**config.mk**
```make
export PLATFORM = sky130hd
export DESIGN_NAME = toa_controller_flat
export DESIGN_NICKNAME = d
export VERILOG_FILES = /design/src/design/toa_pkg.sv /design/src/design/toa_link_if.sv /design/src/design/toa_controller.sv /design/src/flat_wrapper.sv
export SDC_FILE = /design/constraint.sdc
export NUM_CORES = 1
export LEC_CHECK = 0
export ABC_CLOCK_PERIOD_IN_PS = 16200
export BUFFER_PORTS_ARGS = -buffer_cell sky130_fd_sc_hd__buf_4
export CAP_MARGIN = 20
export CORE_MARGIN = 2
export CORE_UTILIZATION = 35
export CTS_CLUSTER_SIZE = 8
export DETAILED_ROUTE_END_ITERATION = 10
export MAX_ROUTING_LAYER = met4
export PLACE_DENSITY_LB_ADDON = 0.12
export SLEW_MARGIN = 20
export SYNTH_ARGS = -nofsm -noshare
export SYNTH_HDL_FRONTEND = slang
export SYNTH_SLANG_ARGS = --single-unit
```
**constraint.sdc**
```tcl
create_clock -name clk -period 16.2 [get_ports clk]
set_input_delay 3.24 -clock clk [delete_from_list [all_inputs] [get_ports clk]]
set_output_delay 3.24 -clock clk [all_outputs]
set_load 0.01 [all_outputs]
```
**src/design/toa_pkg.sv**
```systemverilog
// Shared constants and types for the arrival-window monitor link
package toa_pkg;
  localparam int CFN_W = 8;
  localparam int CHIP_W = 16;
  localparam int ABS_W = 24;
  localparam int TOA_W = 25;
  localparam int FRAME_CHIPS = 38400;
  localparam int FRAME_SPAN = 256;
  localparam int SPAN_CHIPS = FRAME_SPAN * FRAME_CHIPS;
  localparam int HALF_SPAN = SPAN_CHIPS / 2;
  localparam int ROUND_STEP = 256;
  localparam int ROUND_HALF = ROUND_STEP / 2;
  localparam int SLOT_CHIPS = 2560;
  localparam int BURST_CHIPS = SLOT_CHIPS / 10;
  localparam int CELL_COUNT = 3;
  localparam int CELL_SKEW_CHIPS = 2 * BURST_CHIPS;
  localparam int LATEST_LEAD_CHIPS = 1280;
  localparam int CHIP_DIV = 10;
  localparam int DIV_W = 4;
  localparam int NOMINAL_LEAD_CHIPS = 1024;
  localparam logic [CHIP_W-1:0] CHIP_ZERO = 16'h0000;
  localparam logic [CFN_W-1:0] CFN_ZERO = 8'h00;
  localparam logic [TOA_W-1:0] TOA_ZERO = 25'h0000000;
  localparam logic [ABS_W-1:0] ABS_ZERO = 24'h000000;
  typedef enum logic {DL_DATA = 1'b0, DL_SYNC = 1'b1} dl_kind_e;
  typedef enum logic {UL_TIMING_ADJ = 1'b0, UL_SYNC_REPLY = 1'b1} ul_kind_e;
endpackage
```
**src/design/toa_link_if.sv**
```systemverilog
// Frame protocol link between controller and base station
`timescale 1ns/10ps
interface toa_link_if;
  import toa_pkg::*;
  logic setup_valid;
  logic signed [TOA_W-1:0] window_start_offset;
  logic signed [TOA_W-1:0] window_end_offset;
  logic dl_valid;
  dl_kind_e dl_kind;
  logic [CFN_W-1:0] dl_cfn;
  logic ho_valid;
  logic [CFN_W-1:0] ho_frame_offset;
  logic [CHIP_W-1:0] ho_chip_offset;
  logic ul_valid;
  ul_kind_e ul_kind;
  logic [CFN_W-1:0] ul_cfn;
  logic signed [TOA_W-1:0] ul_toa;
  modport device (
    input setup_valid, window_start_offset, window_end_offset, dl_valid, dl_kind, dl_cfn,
    input ho_valid, ho_frame_offset, ho_chip_offset,
    output ul_valid, ul_kind, ul_cfn, ul_toa
  );
  modport ctrl (
    output setup_valid, window_start_offset, window_end_offset, dl_valid, dl_kind, dl_cfn,
    output ho_valid, ho_frame_offset, ho_chip_offset,
    input ul_valid, ul_kind, ul_cfn, ul_toa
  );
endinterface

```
**src/design/toa_controller.sv**
```systemverilog
// Controller end: sync requests, reply forwarding, offset choice, handover offsets
`timescale 1ns/10ps
module toa_controller (
  input wire logic clk,
  input wire logic rst,
  toa_link_if.ctrl link,
  input wire logic setup_req,
  input wire logic signed [toa_pkg::TOA_W-1:0] setup_window_start,
  input wire logic signed [toa_pkg::TOA_W-1:0] setup_window_end,
  input wire logic data_req,
  input wire logic sync_req,
  input wire logic [toa_pkg::CFN_W-1:0] req_cfn,
  input wire logic ho_req,
  input wire logic first_link,
  input wire logic [toa_pkg::CHIP_W-1:0] default_dedicated_channel_skew,
  input wire logic [toa_pkg::CFN_W-1:0] ho_frame,
  input wire logic [toa_pkg::CHIP_W-1:0] ho_chip,
  input wire logic peer_toa_valid,
  input wire logic signed [toa_pkg::TOA_W-1:0] peer_toa,
  input wire logic meas_valid,
  input wire logic [toa_pkg::CFN_W-1:0] meas_target_frame,
  input wire logic [toa_pkg::CFN_W-1:0] meas_tx_frame,
  input wire logic [toa_pkg::CHIP_W-1:0] meas_tx_chip,
  output logic reply_valid,
  output logic reply_kind,
  output logic [toa_pkg::CFN_W-1:0] reply_cfn,
  output logic signed [toa_pkg::TOA_W-1:0] reply_toa,
  output logic adjust_valid,
  output logic adjust_advance,
  output logic signed [toa_pkg::TOA_W-1:0] adjust_amount,
  output logic meas_out_valid,
  output logic [toa_pkg::CFN_W-1:0] meas_frame_skew,
  output logic [toa_pkg::CHIP_W-1:0] chip_remainder
);
  import toa_pkg::*;

  typedef struct packed {
    logic setup_valid;
    logic signed [TOA_W-1:0] win_start;
    logic signed [TOA_W-1:0] win_end;
    logic dl_valid;
    dl_kind_e dl_kind;
    logic [CFN_W-1:0] dl_cfn;
    logic ho_valid;
    logic [CFN_W-1:0] ho_frame;
    logic [CHIP_W-1:0] ho_chip;
    logic peer_held;
    logic signed [TOA_W-1:0] peer_toa;
    logic rep_valid;
    logic rep_kind;
    logic [CFN_W-1:0] rep_cfn;
    logic signed [TOA_W-1:0] rep_toa;
    logic adj_valid;
    logic adj_advance;
    logic signed [TOA_W-1:0] adj_amount;
    logic meas_valid;
    logic [CFN_W-1:0] meas_skew;
    logic [CHIP_W-1:0] meas_rem;
  } ctl_state_s;

  ctl_state_s state_reg;
  ctl_state_s state_next;

  // Next-state logic for requests and reply handling
  always_comb begin
    logic signed [TOA_W-1:0] own;
    logic signed [TOA_W-1:0] low;
    logic [CHIP_W-1:0] nom_chip;
    logic [CFN_W-1:0] nom_frame;
    own = link.ul_toa;
    low = TOA_ZERO;
    nom_chip = CHIP_ZERO;
    nom_frame = CFN_ZERO;
    state_next = state_reg;
    state_next.setup_valid = 1'b0;
    state_next.dl_valid = 1'b0;
    state_next.ho_valid = 1'b0;
    state_next.rep_valid = 1'b0;
    state_next.adj_valid = 1'b0;
    state_next.meas_valid = 1'b0;

    if (setup_req) begin
      state_next.setup_valid = 1'b1;
      state_next.win_start = setup_window_start;
      state_next.win_end = setup_window_end;
    end
    // sync names target frame; sync wins over data
    if (sync_req || data_req) begin
      state_next.dl_valid = 1'b1;
      state_next.dl_kind = sync_req ? DL_SYNC : DL_DATA;
      state_next.dl_cfn = req_cfn;
    end
    if (ho_req) begin
      state_next.ho_valid = 1'b1;
      if (first_link) begin
        state_next.ho_frame = CFN_ZERO;
        state_next.ho_chip = default_dedicated_channel_skew;
      end else begin
        state_next.ho_frame = ho_frame;
        state_next.ho_chip = ho_chip;
      end
    end

    if (peer_toa_valid) begin
      state_next.peer_held = 1'b1;
      state_next.peer_toa = peer_toa;
    end
    if (link.ul_valid) begin
      state_next.rep_valid = 1'b1;
      state_next.rep_kind = link.ul_kind;
      state_next.rep_cfn = link.ul_cfn;
      state_next.rep_toa = link.ul_toa;
      if (state_reg.peer_held) begin
        low = (own < state_reg.peer_toa) ? own : state_reg.peer_toa;
        if (low < 0) begin
          state_next.adj_valid = 1'b1;
          state_next.adj_advance = 1'b1;
          state_next.adj_amount = low;
        end else if (low > 0) begin
          state_next.adj_valid = 1'b1;
          state_next.adj_advance = 1'b0;
          state_next.adj_amount = low;
        end
        state_next.peer_held = peer_toa_valid;
      end
    end

    if (int'(meas_tx_chip) >= NOMINAL_LEAD_CHIPS) begin
      nom_chip = CHIP_W'(int'(meas_tx_chip) - NOMINAL_LEAD_CHIPS);
      nom_frame = meas_tx_frame;
    end else begin
      nom_chip = CHIP_W'(int'(meas_tx_chip) + FRAME_CHIPS - NOMINAL_LEAD_CHIPS);
      nom_frame = meas_tx_frame - 1'b1;
    end
    if (meas_valid) begin
      state_next.meas_valid = 1'b1;
      state_next.meas_rem = (nom_chip == CHIP_ZERO) ? CHIP_ZERO : CHIP_W'(FRAME_CHIPS - int'(nom_chip));
      state_next.meas_skew = meas_target_frame - nom_frame - CFN_W'(nom_chip != CHIP_ZERO);
    end
  end

  // State register
  always_ff @(posedge clk or posedge rst) begin
    if (rst) begin
      state_reg <= '{setup_valid: 1'b0, win_start: TOA_ZERO, win_end: TOA_ZERO, dl_valid: 1'b0,
                     dl_kind: DL_DATA, dl_cfn: CFN_ZERO, ho_valid: 1'b0, ho_frame: CFN_ZERO,
                     ho_chip: CHIP_ZERO, peer_held: 1'b0, peer_toa: TOA_ZERO, rep_valid: 1'b0,
                     rep_kind: 1'b0, rep_cfn: CFN_ZERO, rep_toa: TOA_ZERO, adj_valid: 1'b0,
                     adj_advance: 1'b0, adj_amount: TOA_ZERO, meas_valid: 1'b0,
                     meas_skew: CFN_ZERO, meas_rem: CHIP_ZERO};
    end else begin
      state_reg <= state_next;
    end
  end

  assign link.setup_valid = state_reg.setup_valid;
  assign link.window_start_offset = state_reg.win_start;
  assign link.window_end_offset = state_reg.win_end;
  assign link.dl_valid = state_reg.dl_valid;
  assign link.dl_kind = state_reg.dl_kind;
  assign link.dl_cfn = state_reg.dl_cfn;
  assign link.ho_valid = state_reg.ho_valid;
  assign link.ho_frame_offset = state_reg.ho_frame;
  assign link.ho_chip_offset = state_reg.ho_chip;
  assign reply_valid = state_reg.rep_valid;
  assign reply_kind = state_reg.rep_kind;
  assign reply_cfn = state_reg.rep_cfn;
  assign reply_toa = state_reg.rep_toa;
  assign adjust_valid = state_reg.adj_valid;
  assign adjust_advance = state_reg.adj_advance;
  assign adjust_amount = state_reg.adj_amount;
  assign meas_out_valid = state_reg.meas_valid;
  assign meas_frame_skew = state_reg.meas_skew;
  assign chip_remainder = state_reg.meas_rem;
endmodule

```
**src/flat_wrapper.sv**
```systemverilog
// flat-port wrapper written by rule: the top's interface ports become plain ports
module toa_controller_flat import toa_pkg::*;
  (clk, rst, setup_req, setup_window_start, setup_window_end, data_req, sync_req, req_cfn, ho_req, first_link, default_dedicated_channel_skew, ho_frame, ho_chip, peer_toa_valid, peer_toa, meas_valid, meas_target_frame, meas_tx_frame, meas_tx_chip, reply_valid, reply_kind, reply_cfn, reply_toa, adjust_valid, adjust_advance, adjust_amount, meas_out_valid, meas_frame_skew, chip_remainder, link_setup_valid, link_window_start_offset, link_window_end_offset, link_dl_valid, link_dl_kind, link_dl_cfn, link_ho_valid, link_ho_frame_offset, link_ho_chip_offset, link_ul_valid, link_ul_kind, link_ul_cfn, link_ul_toa);
  toa_link_if link_i ();
  input wire logic clk;
  input wire logic rst;
  input wire logic setup_req;
  input wire logic signed [toa_pkg::TOA_W-1:0] setup_window_start;
  input wire logic signed [toa_pkg::TOA_W-1:0] setup_window_end;
  input wire logic data_req;
  input wire logic sync_req;
  input wire logic [toa_pkg::CFN_W-1:0] req_cfn;
  input wire logic ho_req;
  input wire logic first_link;
  input wire logic [toa_pkg::CHIP_W-1:0] default_dedicated_channel_skew;
  input wire logic [toa_pkg::CFN_W-1:0] ho_frame;
  input wire logic [toa_pkg::CHIP_W-1:0] ho_chip;
  input wire logic peer_toa_valid;
  input wire logic signed [toa_pkg::TOA_W-1:0] peer_toa;
  input wire logic meas_valid;
  input wire logic [toa_pkg::CFN_W-1:0] meas_target_frame;
  input wire logic [toa_pkg::CFN_W-1:0] meas_tx_frame;
  input wire logic [toa_pkg::CHIP_W-1:0] meas_tx_chip;
  output logic reply_valid;
  output logic reply_kind;
  output logic [toa_pkg::CFN_W-1:0] reply_cfn;
  output logic signed [toa_pkg::TOA_W-1:0] reply_toa;
  output logic adjust_valid;
  output logic adjust_advance;
  output logic signed [toa_pkg::TOA_W-1:0] adjust_amount;
  output logic meas_out_valid;
  output logic [toa_pkg::CFN_W-1:0] meas_frame_skew;
  output logic [toa_pkg::CHIP_W-1:0] chip_remainder;
  output wire logic [$bits(link_i.setup_valid)-1:0] link_setup_valid;
  output wire logic [$bits(link_i.window_start_offset)-1:0] link_window_start_offset;
  output wire logic [$bits(link_i.window_end_offset)-1:0] link_window_end_offset;
  output wire logic [$bits(link_i.dl_valid)-1:0] link_dl_valid;
  output wire logic [$bits(link_i.dl_kind)-1:0] link_dl_kind;
  output wire logic [$bits(link_i.dl_cfn)-1:0] link_dl_cfn;
  output wire logic [$bits(link_i.ho_valid)-1:0] link_ho_valid;
  output wire logic [$bits(link_i.ho_frame_offset)-1:0] link_ho_frame_offset;
  output wire logic [$bits(link_i.ho_chip_offset)-1:0] link_ho_chip_offset;
  input wire logic [$bits(link_i.ul_valid)-1:0] link_ul_valid;
  input wire logic [$bits(link_i.ul_kind)-1:0] link_ul_kind;
  input wire logic [$bits(link_i.ul_cfn)-1:0] link_ul_cfn;
  input wire logic [$bits(link_i.ul_toa)-1:0] link_ul_toa;
  assign link_setup_valid = link_i.setup_valid;
  assign link_window_start_offset = link_i.window_start_offset;
  assign link_window_end_offset = link_i.window_end_offset;
  assign link_dl_valid = link_i.dl_valid;
  assign link_dl_kind = link_i.dl_kind;
  assign link_dl_cfn = link_i.dl_cfn;
  assign link_ho_valid = link_i.ho_valid;
  assign link_ho_frame_offset = link_i.ho_frame_offset;
  assign link_ho_chip_offset = link_i.ho_chip_offset;
  assign link_i.ul_valid = link_ul_valid;
  assign link_i.ul_kind = link_ul_kind;
  assign link_i.ul_cfn = link_ul_cfn;
  assign link_i.ul_toa = link_ul_toa;
  toa_controller u_core (.clk(clk), .rst(rst), .link(link_i), .setup_req(setup_req), .setup_window_start(setup_window_start), .setup_window_end(setup_window_end), .data_req(data_req), .sync_req(sync_req), .req_cfn(req_cfn), .ho_req(ho_req), .first_link(first_link), .default_dedicated_channel_skew(default_dedicated_channel_skew), .ho_frame(ho_frame), .ho_chip(ho_chip), .peer_toa_valid(peer_toa_valid), .peer_toa(peer_toa), .meas_valid(meas_valid), .meas_target_frame(meas_target_frame), .meas_tx_frame(meas_tx_frame), .meas_tx_chip(meas_tx_chip), .reply_valid(reply_valid), .reply_kind(reply_kind), .reply_cfn(reply_cfn), .reply_toa(reply_toa), .adjust_valid(adjust_valid), .adjust_advance(adjust_advance), .adjust_amount(adjust_amount), .meas_out_valid(meas_out_valid), .meas_frame_skew(meas_frame_skew), .chip_remainder(chip_remainder));
endmodule
```
# [Word level (Yosys, flattened, before mapping)]
# Index checks and enable logic that the tools add are counted.
[word_totals] register_bits=199 input_bits=199
[op_classes] addsub=7 n_lt_le_gt_ge=4 n_mux=17 n_reduce_logical=5
[op_table] op="27-bit 2-to-1 mux" count=3
[op_table] op="25-bit 2-to-1 mux" count=3
[op_table] op="62-bit 2-to-1 mux" count=1
[op_table] op="51-bit 2-to-1 mux" count=1
[op_table] op="16-bit 2-to-1 mux" count=2
[op_table] op="26-bit 2-to-1 mux" count=1
[op_table] op="25-bit by 1-bit greater-than comparator with 1-bit output (second input constant)" count=1
[op_table] op="25-bit by 1-bit less-than comparator with 1-bit output (second input constant)" count=1
[op_table] op="25-bit less-than comparator" count=1
[op_table] op="24-bit 2-to-1 mux" count=1
[op_table] op="16-bit adder (second input constant)" count=1
[op_table] op="16-bit by 11-bit >= comparator with 1-bit output (second input constant)" count=1
[op_table] op="16-bit logical NOT" count=1
[op_table] op="16-bit nonzero test" count=1
[op_table] op="16-bit by 11-bit subtractor with 16-bit output (second input constant)" count=1
[op_table] op="16-bit by 12-bit subtractor with 16-bit output (second input constant)" count=1
[op_table] op="16-bit subtractor (first input constant)" count=1
[op_table] op="10-bit 2-to-1 mux" count=1
[op_table] op="8-bit 2-to-1 mux" count=1
[op_table] op="8-bit by 1-bit subtractor with 8-bit output" count=1
[op_table] op="8-bit by 1-bit subtractor with 8-bit output (second input constant)" count=1
[op_table] op="8-bit subtractor" count=1
[op_table] op="1-bit 2-to-1 mux" count=3
[op_table] op="3-bit AND reduction" count=1
[op_table] op="other kinds (2)" count=2

# [Logic depth before layout (Yosys ltp)]
# Gate-level depths: netlist of the first run.
[depth] ltp_word=7 mapped_depth=18 mapped_depth_nobuf=17

# [Worst setup path before layout of the first run]
# Ideal clock, no wire load.
[synth_path] path_kind="in2reg" start="input port meas_tx_chip[10] in the netlist's numbering" end="register u_core.state_reg (netlist bit u_core.meas_frame_skew[7])" setup_ps=90 t_arrival_ps=6906 required_time_ps=16110 slack_ps=9203 stages=18 path_buffers=1 cell_sequence="inv_1 -> ha_1 -> or4b_1 -> buf_2 -> nand2b_1 -> nor2_1 -> nor4_2 -> nand4_2 -> inv_1 -> fa_1 -> ha_1 -> nor2b_1 -> a21boi_0 -> o21a_1 -> o21a_1 -> or4_1 -> a311o_1 -> o221ai_1"
[synth_via] elab_chain_len=5 word_cells_on_any_way=9 classes_between="add/sub (5); order compare (1); mux (2); reduce/logical (1)"
[synth_rtl] item="start: declaration" line_no="flat_wrapper.sv:23" text="input wire logic [toa_pkg::CHIP_W-1:0] meas_tx_chip;"
[synth_rtl] item="16-bit adder" line_no="toa_controller.sv:132" text="nom_chip = CHIP_W'(int'(meas_tx_chip) + FRAME_CHIPS - NOMINAL_LEAD_CHIPS);"
[synth_rtl] item="16-bit by 12-bit subtractor with 16-bit output" line_no="toa_controller.sv:132"
[synth_rtl] item="16-bit 2-to-1 mux" line_no="toa_controller.sv:128" text="if (int'(meas_tx_chip) >= NOMINAL_LEAD_CHIPS) begin"
[synth_rtl] item="16-bit nonzero test" line_no="toa_controller.sv:138" text="state_next.meas_skew = meas_target_frame - nom_frame - CFN_W'(nom_chip != CHIP_ZERO);"
[synth_rtl] item="8-bit by 1-bit subtractor with 8-bit output *" line_no="toa_controller.sv:138"
[synth_rtl] item="end signal: assignment" line_no="toa_controller.sv:145" text="state_reg <= '{setup_valid: 1'b0, win_start: TOA_ZERO, win_end: TOA_ZERO, dl_valid: 1'b0,"
[synth_rtl] item="end signal: assignment" line_no="toa_controller.sv:152" text="state_reg <= state_next;"
[synth_rtl] item="end: declaration" line_no="toa_controller.sv:61" text="ctl_state_s state_reg;"
# Mark *: on every way between the ends. The rest lies on a longest branch, timed or not.
# A chain may end at the register's enable or synchronous reset.

# [Worst setup path after layout of the first run]
# Same ends and word-level chain as after synthesis.

==> summary.md, run 1 <==
| Metric | Value |
|---|---|
| Status | `finished, final reports clean` |
| Setup TNS | `0 ps` |
| Largest cells by area after synthesis | `dfrtp_1 (45%), mux2_2 (16%), buf_4 (11%), ha_1 (4.8%), inv_1 (2.5%)` |
| Final Cycle Share | `44.0%` |
| Initial antenna violation count | `0` |
| Post-Syn Instances | `1009` |
| Nets@finish | `between 1k and 1.5k` |
| Switch Pwr | `422 uW` |
| DR iter-0 viols | `between 200 and 300` |
| DR pass1 iterations | `4` |
| Rel. slew slack | `a little under two fifths` |
| Reg power frac | `~43%` |
| Clk buf depth | `2` |
| Row Count | `64` |
| Post-route ant nets | `0` |
| Largest net degree at the start of global routing | `between 100 and 150` |
| Required time of the critical path | `around 17000 ps` |
| WS Path Type | `input port to register` |
| Die height | `181 um` |
| CP Launch Point | `meas_tx_chip[10]` |
| FMAX | `between 0.1 and 0.15 GHz` |
| EDFF count, synth | `0` |
| Final setup fails | `0` |
| Hold buffer count at cts | `0` |
| Root Buffer | `clkbuf_16` |
| Max_cap viols | `0` |
| Startpoint types | `input port` |
| Switching share of power | `30.4%` |
| Die width | `between 150 and 200 um` |
| Critical path data arrival time | `roughly 7500 ps` |
| Hold crit path type | `register to register` |
| Sequential share of the synthesized area | `45.3%` |
| Asr flop ratio synth | `100%` |
| Resized cells post-CTS | `0` |
| Met3 usage | `about 4.7%` |
| R2R setup slack | `12100 ps` |
| Share of cells above drive strength 1 | `between 40% and 50%` |
| Vias | `7581` |
| Power Density | `roughly 100 nW/um2` |
| Port bufs | `approximately 370` |
| Synth Net Count | `1252` |
| Hold violation total from the final report | `0` |
| Total chip power | `between 1000 and 1500 uW` |
| Syn-to-layout area delta | `23.1%` |
| Combinational Power Share | `about a quarter` |
| Crit-path max FO | `9` |
| Yosys reg bits | `around 200` |
| Area leader, netlist | `dfrtp_1` |
| Yosys cell types | `57` |
| Yosys warns | `0` |
| Internal Pwr Total | `between 900 and 1000 uW` |
| Worst-Skew Late Latency | `450 ps` |
| Core Region | `slightly above 30000 um2` |
| First-pass GRT wire length | `around 44 mm` |
| GRT Total Usage | `between 15 and 20%` |
| Layer with the highest usage | `met2` |
| Hold_sp | `u_core.link.dl_kind` |
| DR WL/cell | `approximately 17 um` |
| Routability Congestion | `~0.87` |
| Initial Util | `between 30% and 40%` |
| Syn avg cell area | `10.9 um2` |
| Slew @ Worst Pin | `between 900 and 1000 ps` |
| Final Skew | `~12 ps` |
| Slew Limit Fails | `0` |
| Grt met1 use | `~22%` |
| Vias in the first global route | `about 8k` |
| Largest register FFs | `26` |
| H-tree depth | `4` |
| Post-CTS Setup Bufs | `0` |
| Overflow after GRT | `0` |
| Die area | `32700 um2` |
| # IOs | `between 300 and 400` |
| Worst VDD drop | `approximately 0.065 mV` |
| Reg2reg path depth | `10` |
| Worst setup margin | `approximately 9100 ps` |
| Share of the synthesized area in the top cell type | `45.3%` |
| P_leak | `0.00641 uW` |
| CTS tree | `done` |
| Vias per cell | `between 4 and 5` |
| HPWL after detailed placement | `20.7 mm` |
| R2r startpoint | `u_core.state_reg[111]` |
| Pre-CTS setup slack | `~8600 ps` |
| CP endpoint kind | `register` |
| Routed wire length | `roughly 28 mm` |
| Detailed-route DRC error count | `0` |
| Diodes inserted | `0` |
| Total clock sinks | `between 150 and 200` |
| Hold slack | `488 ps` |
| Top FF cell, synth | `dfrtp_1` |
| RSZ-0062 raised after global routing | `false` |
| Post-layout min period | `~7000 ps` |
| Synthesized area | `~11000 um2` |
| Critical path endpoint | `u_core.meas_frame_skew[7]` |
| Global Route met2 Usage | `27.7%` |
| Clock power frac | `31.3%` |
| Clock transition at the registers of the reported paths | `approximately 80 ps` |
| Number of clock buffers inserted by TritonCTS | `17` |
| RR Endpoint | `u_core.adjust_amount[2]` |
-- cell usage in the layout, fill, tap and decap left out, types with 18 or more instances in the layout --
master	synthesis	layout
ha_1	42	42
dfrtp_1	198	198
a21oi_1	43	43
nor2_1	40	40
inv_1	73	72
nand2_1	45	45
mux2_2	151	151
xnor2_1	19	19
buf_4	167	374
o21ai_0	49	49
mux2i_1	18	18
-- critical path, stage by stage --
cell	delay (ps)
buf_4	140
inv_1	120
ha_1	230
or4b_1	600
nand2b_1	290
nor2_1	390
nor4_2	120
nand4_2	200
inv_1	90
fa_1	390
ha_1	190
nor2b_1	170
a21boi_0	150
o21a_1	190
o21a_1	170
or4_1	420
a311o_1	330
o221ai_1	70
-- cells in the mapped netlist (2+ instances only) --
master,instances
dfrtp_1,198
buf_4,167
mux2_2,151
inv_1,73
o21ai_0,49
nand2_1,45
a21oi_1,43
ha_1,42
nor2_1,40
clkbuf_1,23
xnor2_1,19
mux2i_1,18
nor4_1,15
nor3_1,14
nand3_1,13
a21o_1,10
nand3b_1,9
nand4_1,7
xor2_1,6
nor2b_1,5
o21a_1,5
buf_1,4
nand2b_1,4
o211ai_1,4
o31ai_1,3
or4_1,3
a31o_2,2
and2_1,2
and3_1,2
buf_6,2
fa_1,2
nor3b_1,2
o21ai_1,2
o221ai_1,2
-- area by class of cell --
type | instances | area (um2)
Fill cell | 3039 | 17200
Sequential cell | 198 | 4950
Multi-Input combinational cell | 540 | 4330
Timing Repair Buffer | 374 | 2810
Tap cell | 396 | 495
Clock buffer | 18 | 439
Inverter | 74 | 285
Clock inverter | 14 | 156
-- metal layers --
| metal | part of all wire, % | wire [um] |
|---|---|---|
| met5 | 0 | 0 |
| met4 | 1.9 | 529 |
| met3 | 6.9 | 1890 |
| met2 | 47 | 13000 |
| met1 | 44 | 12100 |
-- power by group through the flow --
stage	clock network, uW	logic (uW)	registers [uW]
after global placement	0	364	604
after floorplan	0	268	595
after global routing	471	392	606
after detailed placement	0	365	606
final	434	358	595
after CTS	451	366	596
-- stage by stage --
| step | instance area [um2] | cells | util (%) |
|---|---|---|---|
| 2_1_floorplan | 10900 | 1009 | - |
| 3_3_place_gp | 12900 | 1582 | 42.0 |
| 3_5_place_dp | 12900 | 1582 | 42.0 |
| 4_1_cts | 13500 | 1614 | 43.9 |
| 5_1_grt | 13500 | 1614 | 43.9 |
| 6_report | 13500 | 1614 | 43.9 |
-- worst min path at each step --
stage / cells after the start / slack [ps] / endpoint
6_report: 1 / 490 / u_core.link.dl_kind
5_1_grt: 1 / 510 / u_core.chip_remainder[7]
4_1_cts: 1 / 490 / u_core.link.dl_kind
3_5_place_dp: 1 / 470 / u_core.link.dl_kind
3_3_place_gp: 1 / 470 / u_core.chip_remainder[7]
2_1_floorplan: 2 / 450 / u_core.chip_remainder[12]
-- cells by family (layout without fill, tap and decap cells) --
kind of cell / Yosys count / after routing / synth area share (%)
multiplexers: 169 / 169 / 17.2
buffers and inverters: 271 / 480 / 15.2
AO/OA/AOI/OAI: 133 / 133 / 7.35
flip-flops: 198 / 198 / 45.3
adder cells (fa/ha/maj): 44 / 44 / 5.17
XOR/XNOR: 26 / 26 / 2.15
AND/OR/NAND/NOR: 168 / 168 / 7.74
No activity file was read; power rests on OpenSTA's default activity.
==> run 2: changes to the inputs <==
- ABC_AREA: unset -> 1
- ABC_CLOCK_PERIOD_IN_PS: 16200 -> 6100
- clock period: 16.2 -> 6.1 ns (I/O delays scaled with it)
==> run 2 against run 1 <==
Net effect:
- sequential share of layout area down 0.14 points
- final cell count up 14%
- synthesized area up 1.1%
- clock skew up 1.6 ps
- clock power rose to 2.6 times the previous value
- core utilization down 0.73 points
==> summary.md, run 2 <==
| Metric | Value |
|---|---|
| Core Region | `31300 um2 (+2.1%)` |
| Most frequent cells in the layout | `buf_4 (373), nand2_1 (263), dfrtp_1 (198), inv_1 (126), mux2_2 (71)` |
| Clk buf depth | `2 (unchanged)` |
| DR WL/cell | `14.9 um (-12%)` |
| Final cell count without fillers | `1839 (+14%)` |
| EDFF count, synth | `0 (unchanged)` |
| Worst-Skew Late Latency | `450 ps (about the same)` |
| Top post-synthesis cells by count | `nand2_1 (263), dfrtp_1 (198), buf_4 (165)` |
| Port bufs | `371 (unchanged)` |
| Crit-path max FO | `14 (+5)` |
| Routability Congestion | `0.854 (-2.3%)` |
| Yosys cell types | `42 (-26%)` |
| Startpoint types | `input port` |
| Root Buffer | `clkbuf_16` |
| Number of clock buffers inserted by TritonCTS | `17 (unchanged)` |
| Largest register FFs | `26 (unchanged)` |
| Largest family of logic cells by synthesized area | `buffers and inverters` |
| Routed wire length | `27.4 mm (-0.29%)` |
| Post-layout min period | `around 4300 ps` |
| Share of the synthesized area in the top cell type | `44.8% (-0.48 points)` |
| Largest cells by area after synthesis | `dfrtp_1 (45%), buf_4 (11%), nand2_1 (8.9%), mux2_2 (7.2%), ha_1 (4.7%)` |
| Hold_sp | `u_core.adjust_amount[20]` |
| Total clock sinks | `198 (unchanged)` |
| DR iter-0 viols | `319 (+12%)` |
| Clock transition at the registers of the reported paths | `70 ps (about the same)` |
| Most common cell in the netlist | `nand2_1` |
| Sequential share of the synthesized area | `44.8% (-0.48 points)` |
| Initial Util | `35.3% (-0.36 points)` |
| Overflow after GRT | `0 (unchanged)` |
| Worst setup margin | `1850 ps (-7220 ps)` |
| CTS tree | `done` |
| Final setup fails | `0 (unchanged)` |
| Synth Area in Compound Gates | `5.69% (-1.7 points)` |
| Vias | `8174 (+7.8%)` |
| Hold buffer count at cts | `0 (unchanged)` |
| Placed Area | `12900 um2 (+0.53%)` |
| Area leader, netlist | `dfrtp_1` |
| Hold crit path type | `register to register` |
| R2r startpoint | `u_core.state_reg[111]` |
| Post-Synth Simple-Gate Area | `17.4% (+9.7 points)` |
| Resized cells post-CTS | `0 (unchanged)` |
| CP endpoint kind | `register` |
| Fill cell count | `3144 (+3.5%)` |
| Yosys reg bits | `198 (unchanged)` |
| Most common library cell in the layout ignoring fill and taps | `buf_4` |
| Detailed-route DRC error count | `0 (unchanged)` |
| H-tree depth | `4 (unchanged)` |
| Syn avg cell area | `8.97 um2 (-17%)` |
| Register area | `4950 um2 (unchanged)` |
| Required time of the critical path | `6460 ps (-10100 ps)` |
| Met3 wire len | `1.71 mm (-9.7%)` |
| Final Cycle Share | `between 60% and 70%` |
| Pre-CTS setup slack | `1340 ps (-7240 ps)` |
| Multiplexer area fraction after synthesis | `7.23% (-10 points)` |
| Syn-to-layout area delta | `22.2%` |
| Slew @ Worst Pin | `910 ps (-38.7 ps)` |
| Fin area | `13500 um2 (+0.39%)` |
| Critical path data arrival time | `4610 ps (-2880 ps)` |
| Max_cap viols | `0 (unchanged)` |
| Die area | `33100 um2 (+1.0%)` |
| Post-CTS Setup Bufs | `0 (unchanged)` |
| Share of cells above drive strength 1 | `36.4% (-10 points)` |
| FMAX | `about 0.24 GHz` |
| Die width | `182 um (+0.52%)` |
| RSZ-0062 raised after global routing | `false` |
| Routed wl met2 | `13.1 mm (+1.2%)` |
| Worst hold endpoint | `u_core.adjust_amount[20]` |
| Synth Net Count | `1476 (+18%)` |
| Top routing layer in use | `met4` |
| HPWL after detailed placement | `20.6 mm (-0.56%)` |
| Multi-input gate area | `4170 um2 (-3.7%)` |
| RR Endpoint | `u_core.adjust_amount[20]` |
| Hold Path Depth | `2 (+1)` |
| Dpl cells | `1805 (+14%)` |
| First-pass GRT wire length | `43.1 mm (-1.6%)` |
| Nets@finish | `1665 (+15%)` |
| Post-Synth XOR/XNOR Area | `2.30% (+0.15 points)` |
| Setup TNS | `0 ps (unchanged)` |
| Post-Synth Adder-Cell Area | `5.11% (-0.054 points)` |
| Met1 WL | `12.0 mm (-0.92%)` |
| Row Count | `65 (+1.6%)` |
| Status | `finished, final reports clean` |
| Initial antenna violation count | `2 (+2)` |
| Power Density | `268 nW/um2 (+160%)` |
| DR pass1 iterations | `4 (unchanged)` |
| Slew Limit Fails | `0 (unchanged)` |
| R2R setup slack | `2800 ps (-9300 ps)` |
| Post-Syn Instances | `1233 (+22%)` |
| Top FF cell, synth | `dfrtp_1` |
| Final Skew | `13.4 ps (+1.60 ps)` |
| GRT Total Usage | `17.3% (-0.33 points)` |
| Vias in the first global route | `8146 (+2.5%)` |
| WS Path Type | `input port to register` |
| Die height | `182 um (+0.52%)` |
| Reg2reg path depth | `20 (+10)` |
| Hold violation total from the final report | `0 (unchanged)` |
| Rel. slew slack | `39.3% (+2.5 points)` |
| Yosys warns | `0 (unchanged)` |
| Worst VDD drop | `0.197 mV (+200%)` |
| # IOs | `372 (unchanged)` |
| Post-route ant nets | `0 (unchanged)` |
| Largest net degree at the start of global routing | `118 (-13%)` |
| Vias per cell | `4.44 (-5.4%)` |
| P_leak | `0.00703 uW (+9.7%)` |
| Synthesized area | `11100 um2 (+1.1%)` |
| Asr flop ratio synth | `100% (unchanged)` |
-- run 2: worst max path at each step --
stage | end | slack (ps) | start | cells past startpoint
final | u_core.meas_frame_skew[6] | 1850 | meas_tx_chip[0] | 23
after detailed placement | u_core.meas_frame_skew[6] | 1340 | meas_tx_chip[0] | 23
after global routing | u_core.meas_frame_skew[7] | 1320 | meas_tx_chip[0] | 21
after floorplan | u_core.meas_frame_skew[6] | 1820 | meas_tx_chip[0] | 22
after global placement | u_core.meas_frame_skew[6] | 1400 | meas_tx_chip[0] | 23
after CTS | u_core.meas_frame_skew[6] | 1820 | meas_tx_chip[0] | 23
-- run 2: power by group --
part	total (uW)	internal [uW]	switching [uW]
Combinational	932	441	491
Sequential	1560	1470	87.3
Clock	1140	592	543
-- run 2: cells by family (layout without fill, tap and decap cells) --
group	after synthesis	after routing
mux	71	71
other cells	0	2
fa+ha+maj	44	44
buf+inv	334	536
simple gates	441	441
compound gates	116	116
flops	198	198
xor+xnor	29	29
-- run 2: layout make-up --
type	instances	area share [%]
Sequential cell	198	36.6
Clock inverter	12	0.879
Tap cell	402	3.72
Clock buffer	20	3.38
Antenna cell	2	0.0370
Multi-Input combinational cell	701	30.9
Timing Repair Buffer	374	20.9
Inverter	130	3.64
-- run 2: routing by layer --
layer | up-vias | GRT usage, %
met2 | 213 | 27.8
met3 | 31 | 4.55
met4 | 0 | 6.28
li1 | 4127 | -
met5 | - | -
met1 | 3803 | 20.8
-- run 2: through the flow --
step | total power, uW | hold slack (ps) | util [%]
after detailed placement | 2530 | 464 | 41.3
after global routing | 3850 | 502 | 43.2
after CTS | 3690 | 483 | 43.2
after floorplan | 2250 | 443 | -
final | 3620 | 479 | 43.2
after global placement | 2530 | 461 | 41.3
-- run 2: critical path, cell delays in order --
cell and delay [ps]:
buf_4 110, inv_1 60, ha_1 160, nand2_1 100
nor2_1 190, nand2_1 130, o31ai_2 190, buf_4 210
nand2_1 60, o21ai_0 190, nand4_1 170, nor4_1 410
fa_1 300, inv_1 60, fa_1 360, nand2_1 100
a21oi_1 90, inv_1 60, a21oi_1 50, nor2_1 80
nor2_1 50, xor2_1 130, o21ai_0 130
==> run 3: changes to the inputs <==
- ABC_CLOCK_PERIOD_IN_PS: 6100 -> 3600
- clock period: 6.1 -> 3.6 ns (I/O delays scaled with it)
==> run 3 against run 2 <==
Net effect:
- register-to-register slack got worse by 2200 ps
- worst setup slack got worse by 1600 ps
- clock skew shrank 2.8 ps
- power increased by 71%
- routed wire length grew 3.1%
- clock-buffer cell count rose by 1
- largest cell class unchanged
- flip-flop and latch count stayed put
- sequential share of layout area decreased by 1.0 points
- sequential power up 69%
- critical path type unchanged
- worst hold slack worse by 45 ps
==> summary.md, run 3 (synthesized netlist as in run 2, its figures left out) <==
| Metric | Value |
|---|---|
| GRT Total Usage | `17.8% (+0.58 points)` |
| Fin area | `13900 um2 (+2.8%)` |
| Startpoint types | `input port` |
| Hold crit path type | `input port to async pin` |
| Share of cells above drive strength 1 | `38.9% (+2.4 points)` |
| CP endpoint kind | `register` |
| Post-layout min period | `about 3300 ps` |
| Die width | `182 um (unchanged)` |
| Core Region | `31300 um2 (unchanged)` |
| Required time of the critical path | `3980 ps (-2480 ps)` |
| Overflow after GRT | `0 (unchanged)` |
| Crit-path max FO | `5 (-9)` |
| Final Cycle Share | `92.8%` |
| Power Density | `445 nW/um2 (+66%)` |
| Row Count | `65 (unchanged)` |
| Total chip power | `6190 uW (+71%)` |
| Hold violation total from the final report | `0 (unchanged)` |
| Routability Congestion | `0.806 (-5.5%)` |
| Worst setup margin | `260 ps (-1590 ps)` |
| Worst VDD drop | `0.316 mV (+61%)` |
| Most common library cell in the layout ignoring fill and taps | `buf_4` |
| Syn-to-layout area delta | `25.7%` |
| Vias per cell | `4.45 (about the same)` |
| Placed Area | `13300 um2 (+2.9%)` |
| Total clock sinks | `198 (unchanged)` |
| Slew Limit Fails | `0 (unchanged)` |
| Vias | `8358 (+2.3%)` |
| Register area | `4950 um2 (unchanged)` |
| Worst path cell trace | `buf_4 -> inv_1 -> ha_2 -> nand2_2 -> nor2_4 -> nand2_2 -> o31ai_4 -> buf_4 -> inv_2 -> nor2_1 -> inv_1 -> nor4_4 -> fa_2 -> inv_1 -> fa_1 -> nand2_1 -> a21oi_2 -> inv_1 -> a21oi_1 -> nor2_1 -> nor2_1 -> xor2_1 -> o21ai_1` |
| Number of clock buffers inserted by TritonCTS | `17 (unchanged)` |
| RSZ-0062 raised after global routing | `false` |
| Rel. slew slack | `30.3% (-8.9 points)` |
| # IOs | `372 (unchanged)` |
| Post-CTS Setup Bufs | `0 (unchanged)` |
| Root Buffer | `clkbuf_16` |
| Vias in the first global route | `8199 (+0.65%)` |
| CTS tree | `done` |
| Final Skew | `10.6 ps (-2.80 ps)` |
| Hold buffer count at cts | `0 (unchanged)` |
| DR pass1 iterations | `6 (+2)` |
| Worst-Skew Late Latency | `450 ps (about the same)` |
| CP peak stage delay | `370 ps (-40 ps)` |
| Largest register FFs | `26 (unchanged)` |
| Pre-CTS setup slack | `-291 ps (-1640 ps)` |
| Detailed-route DRC error count | `0 (unchanged)` |
| Initial Util | `35.3% (unchanged)` |
| Final setup fails | `0 (unchanged)` |
| Die area | `33100 um2 (unchanged)` |
| Setup TNS | `0 ps (unchanged)` |
| Die height | `182 um (unchanged)` |
| Clk buf depth | `2 (unchanged)` |
| Largest net degree at the start of global routing | `164 (+39%)` |
| Nets@finish | `1707 (+2.5%)` |
| Post-route ant nets | `0 (unchanged)` |
| Routed wire length | `28.3 mm (+3.1%)` |
| Critical path data arrival time | `3720 ps (-890 ps)` |
| H-tree depth | `4 (unchanged)` |
| Most frequent cells in the layout | `buf_4 (413), nand2_1 (261), dfrtp_1 (198), inv_1 (125), mux2_2 (71)` |
| WS Path Type | `input port to register` |
| Fill cell count | `3148 (+0.13%)` |
| HPWL after detailed placement | `21.4 mm (+4.0%)` |
| First-pass GRT wire length | `44.5 mm (+3.2%)` |
| Clock transition at the registers of the reported paths | `70 ps (about the same)` |
| P_leak | `0.00724 uW (+3.0%)` |
| Initial antenna violation count | `1 (-1)` |
| Max_cap viols | `0 (unchanged)` |
| Multi-input gate area | `4230 um2 (+1.4%)` |
| Port bufs | `371 (unchanged)` |
| DR WL/cell | `15.0 um (+0.88%)` |
| FMAX | `around 0.3 GHz` |
| Status | `finished, final reports clean` |
| Slew @ Worst Pin | `1040 ps (+135 ps)` |
| Most frequent CP cell | `inv_1` |
| DR iter-0 viols | `445 (+39%)` |
| CP max stage cell | `fa_1` |
## run 3: routing by layer
metal | up-vias | global-route usage, % | routed length (um)
li1 | 4207 | - | -
met1 | 3909 | 22.3 | 12400
met2 | 222 | 28.7 | 13700
met3 | 20 | 4.89 | 1800
met4 | 0 | 4.42 | 375
met5 | - | - | 0
## run 3: final cells by class
cell class | instances | share of cell area [%]
flip-flops and latches | 198 | 35.6
multi-input cells | 701 | 30.4
repair buffers | 416 | 22.7
well taps | 402 | 3.62
inverters | 130 | 3.54
clock buffers | 21 | 3.24
clock inverters | 11 | 0.819
diodes | 1 | 0.0180
## run 3: metrics by stage
stage	util, %	std cells	hold WS, ps
floorplan	-	1233	443
global placement	42.6	1846	463
detailed placement	42.6	1846	467
CTS	44.4	1878	436
global route	44.4	1880	444
finish	44.4	1880	434
## run 3: path summary, 6_finish.rpt
path	cells after the start	slack, ps	to	startpoint
min in group clk	2	460	u_core.link.dl_kind	sync_req
setup reg to reg	19	640	u_core.adjust_amount[18]	u_core.state_reg[95]
setup / recovery	23	260	u_core.meas_frame_skew[6]	meas_tx_chip[0]
max in group asynchronous	3	2260	u_core.adjust_amount[18]	rst
hold reg to reg	2	480	u_core.chip_remainder[2]	u_core.chip_remainder[2]
hold / removal	3	430	u_core.link.window_end_offset[22]	rst
## run 3: where the power goes
part | internal (uW) | switching, uW
combinational | 791 | 855
clock | 989 | 914
sequential | 2490 | 150
total | 4270 | 1920
## run 3: worst max-delay path: cells and delay by family
kind                     cells  cell delay (ps)
AND/OR/NAND/NOR              8              970
adder cells (fa/ha/maj)      3              830
buffers and inverters        7              610
AO/OA/AOI/OAI                4              470
XOR/XNOR                     1              130
## run 3: timing repair
| action | CTS | global route |
|---|---|---|
| resized for setup | 0 | 1 |
| hold endpoints to repair | 0 | 0 |
| endpoints found under the setup margin | 0 | 3 |
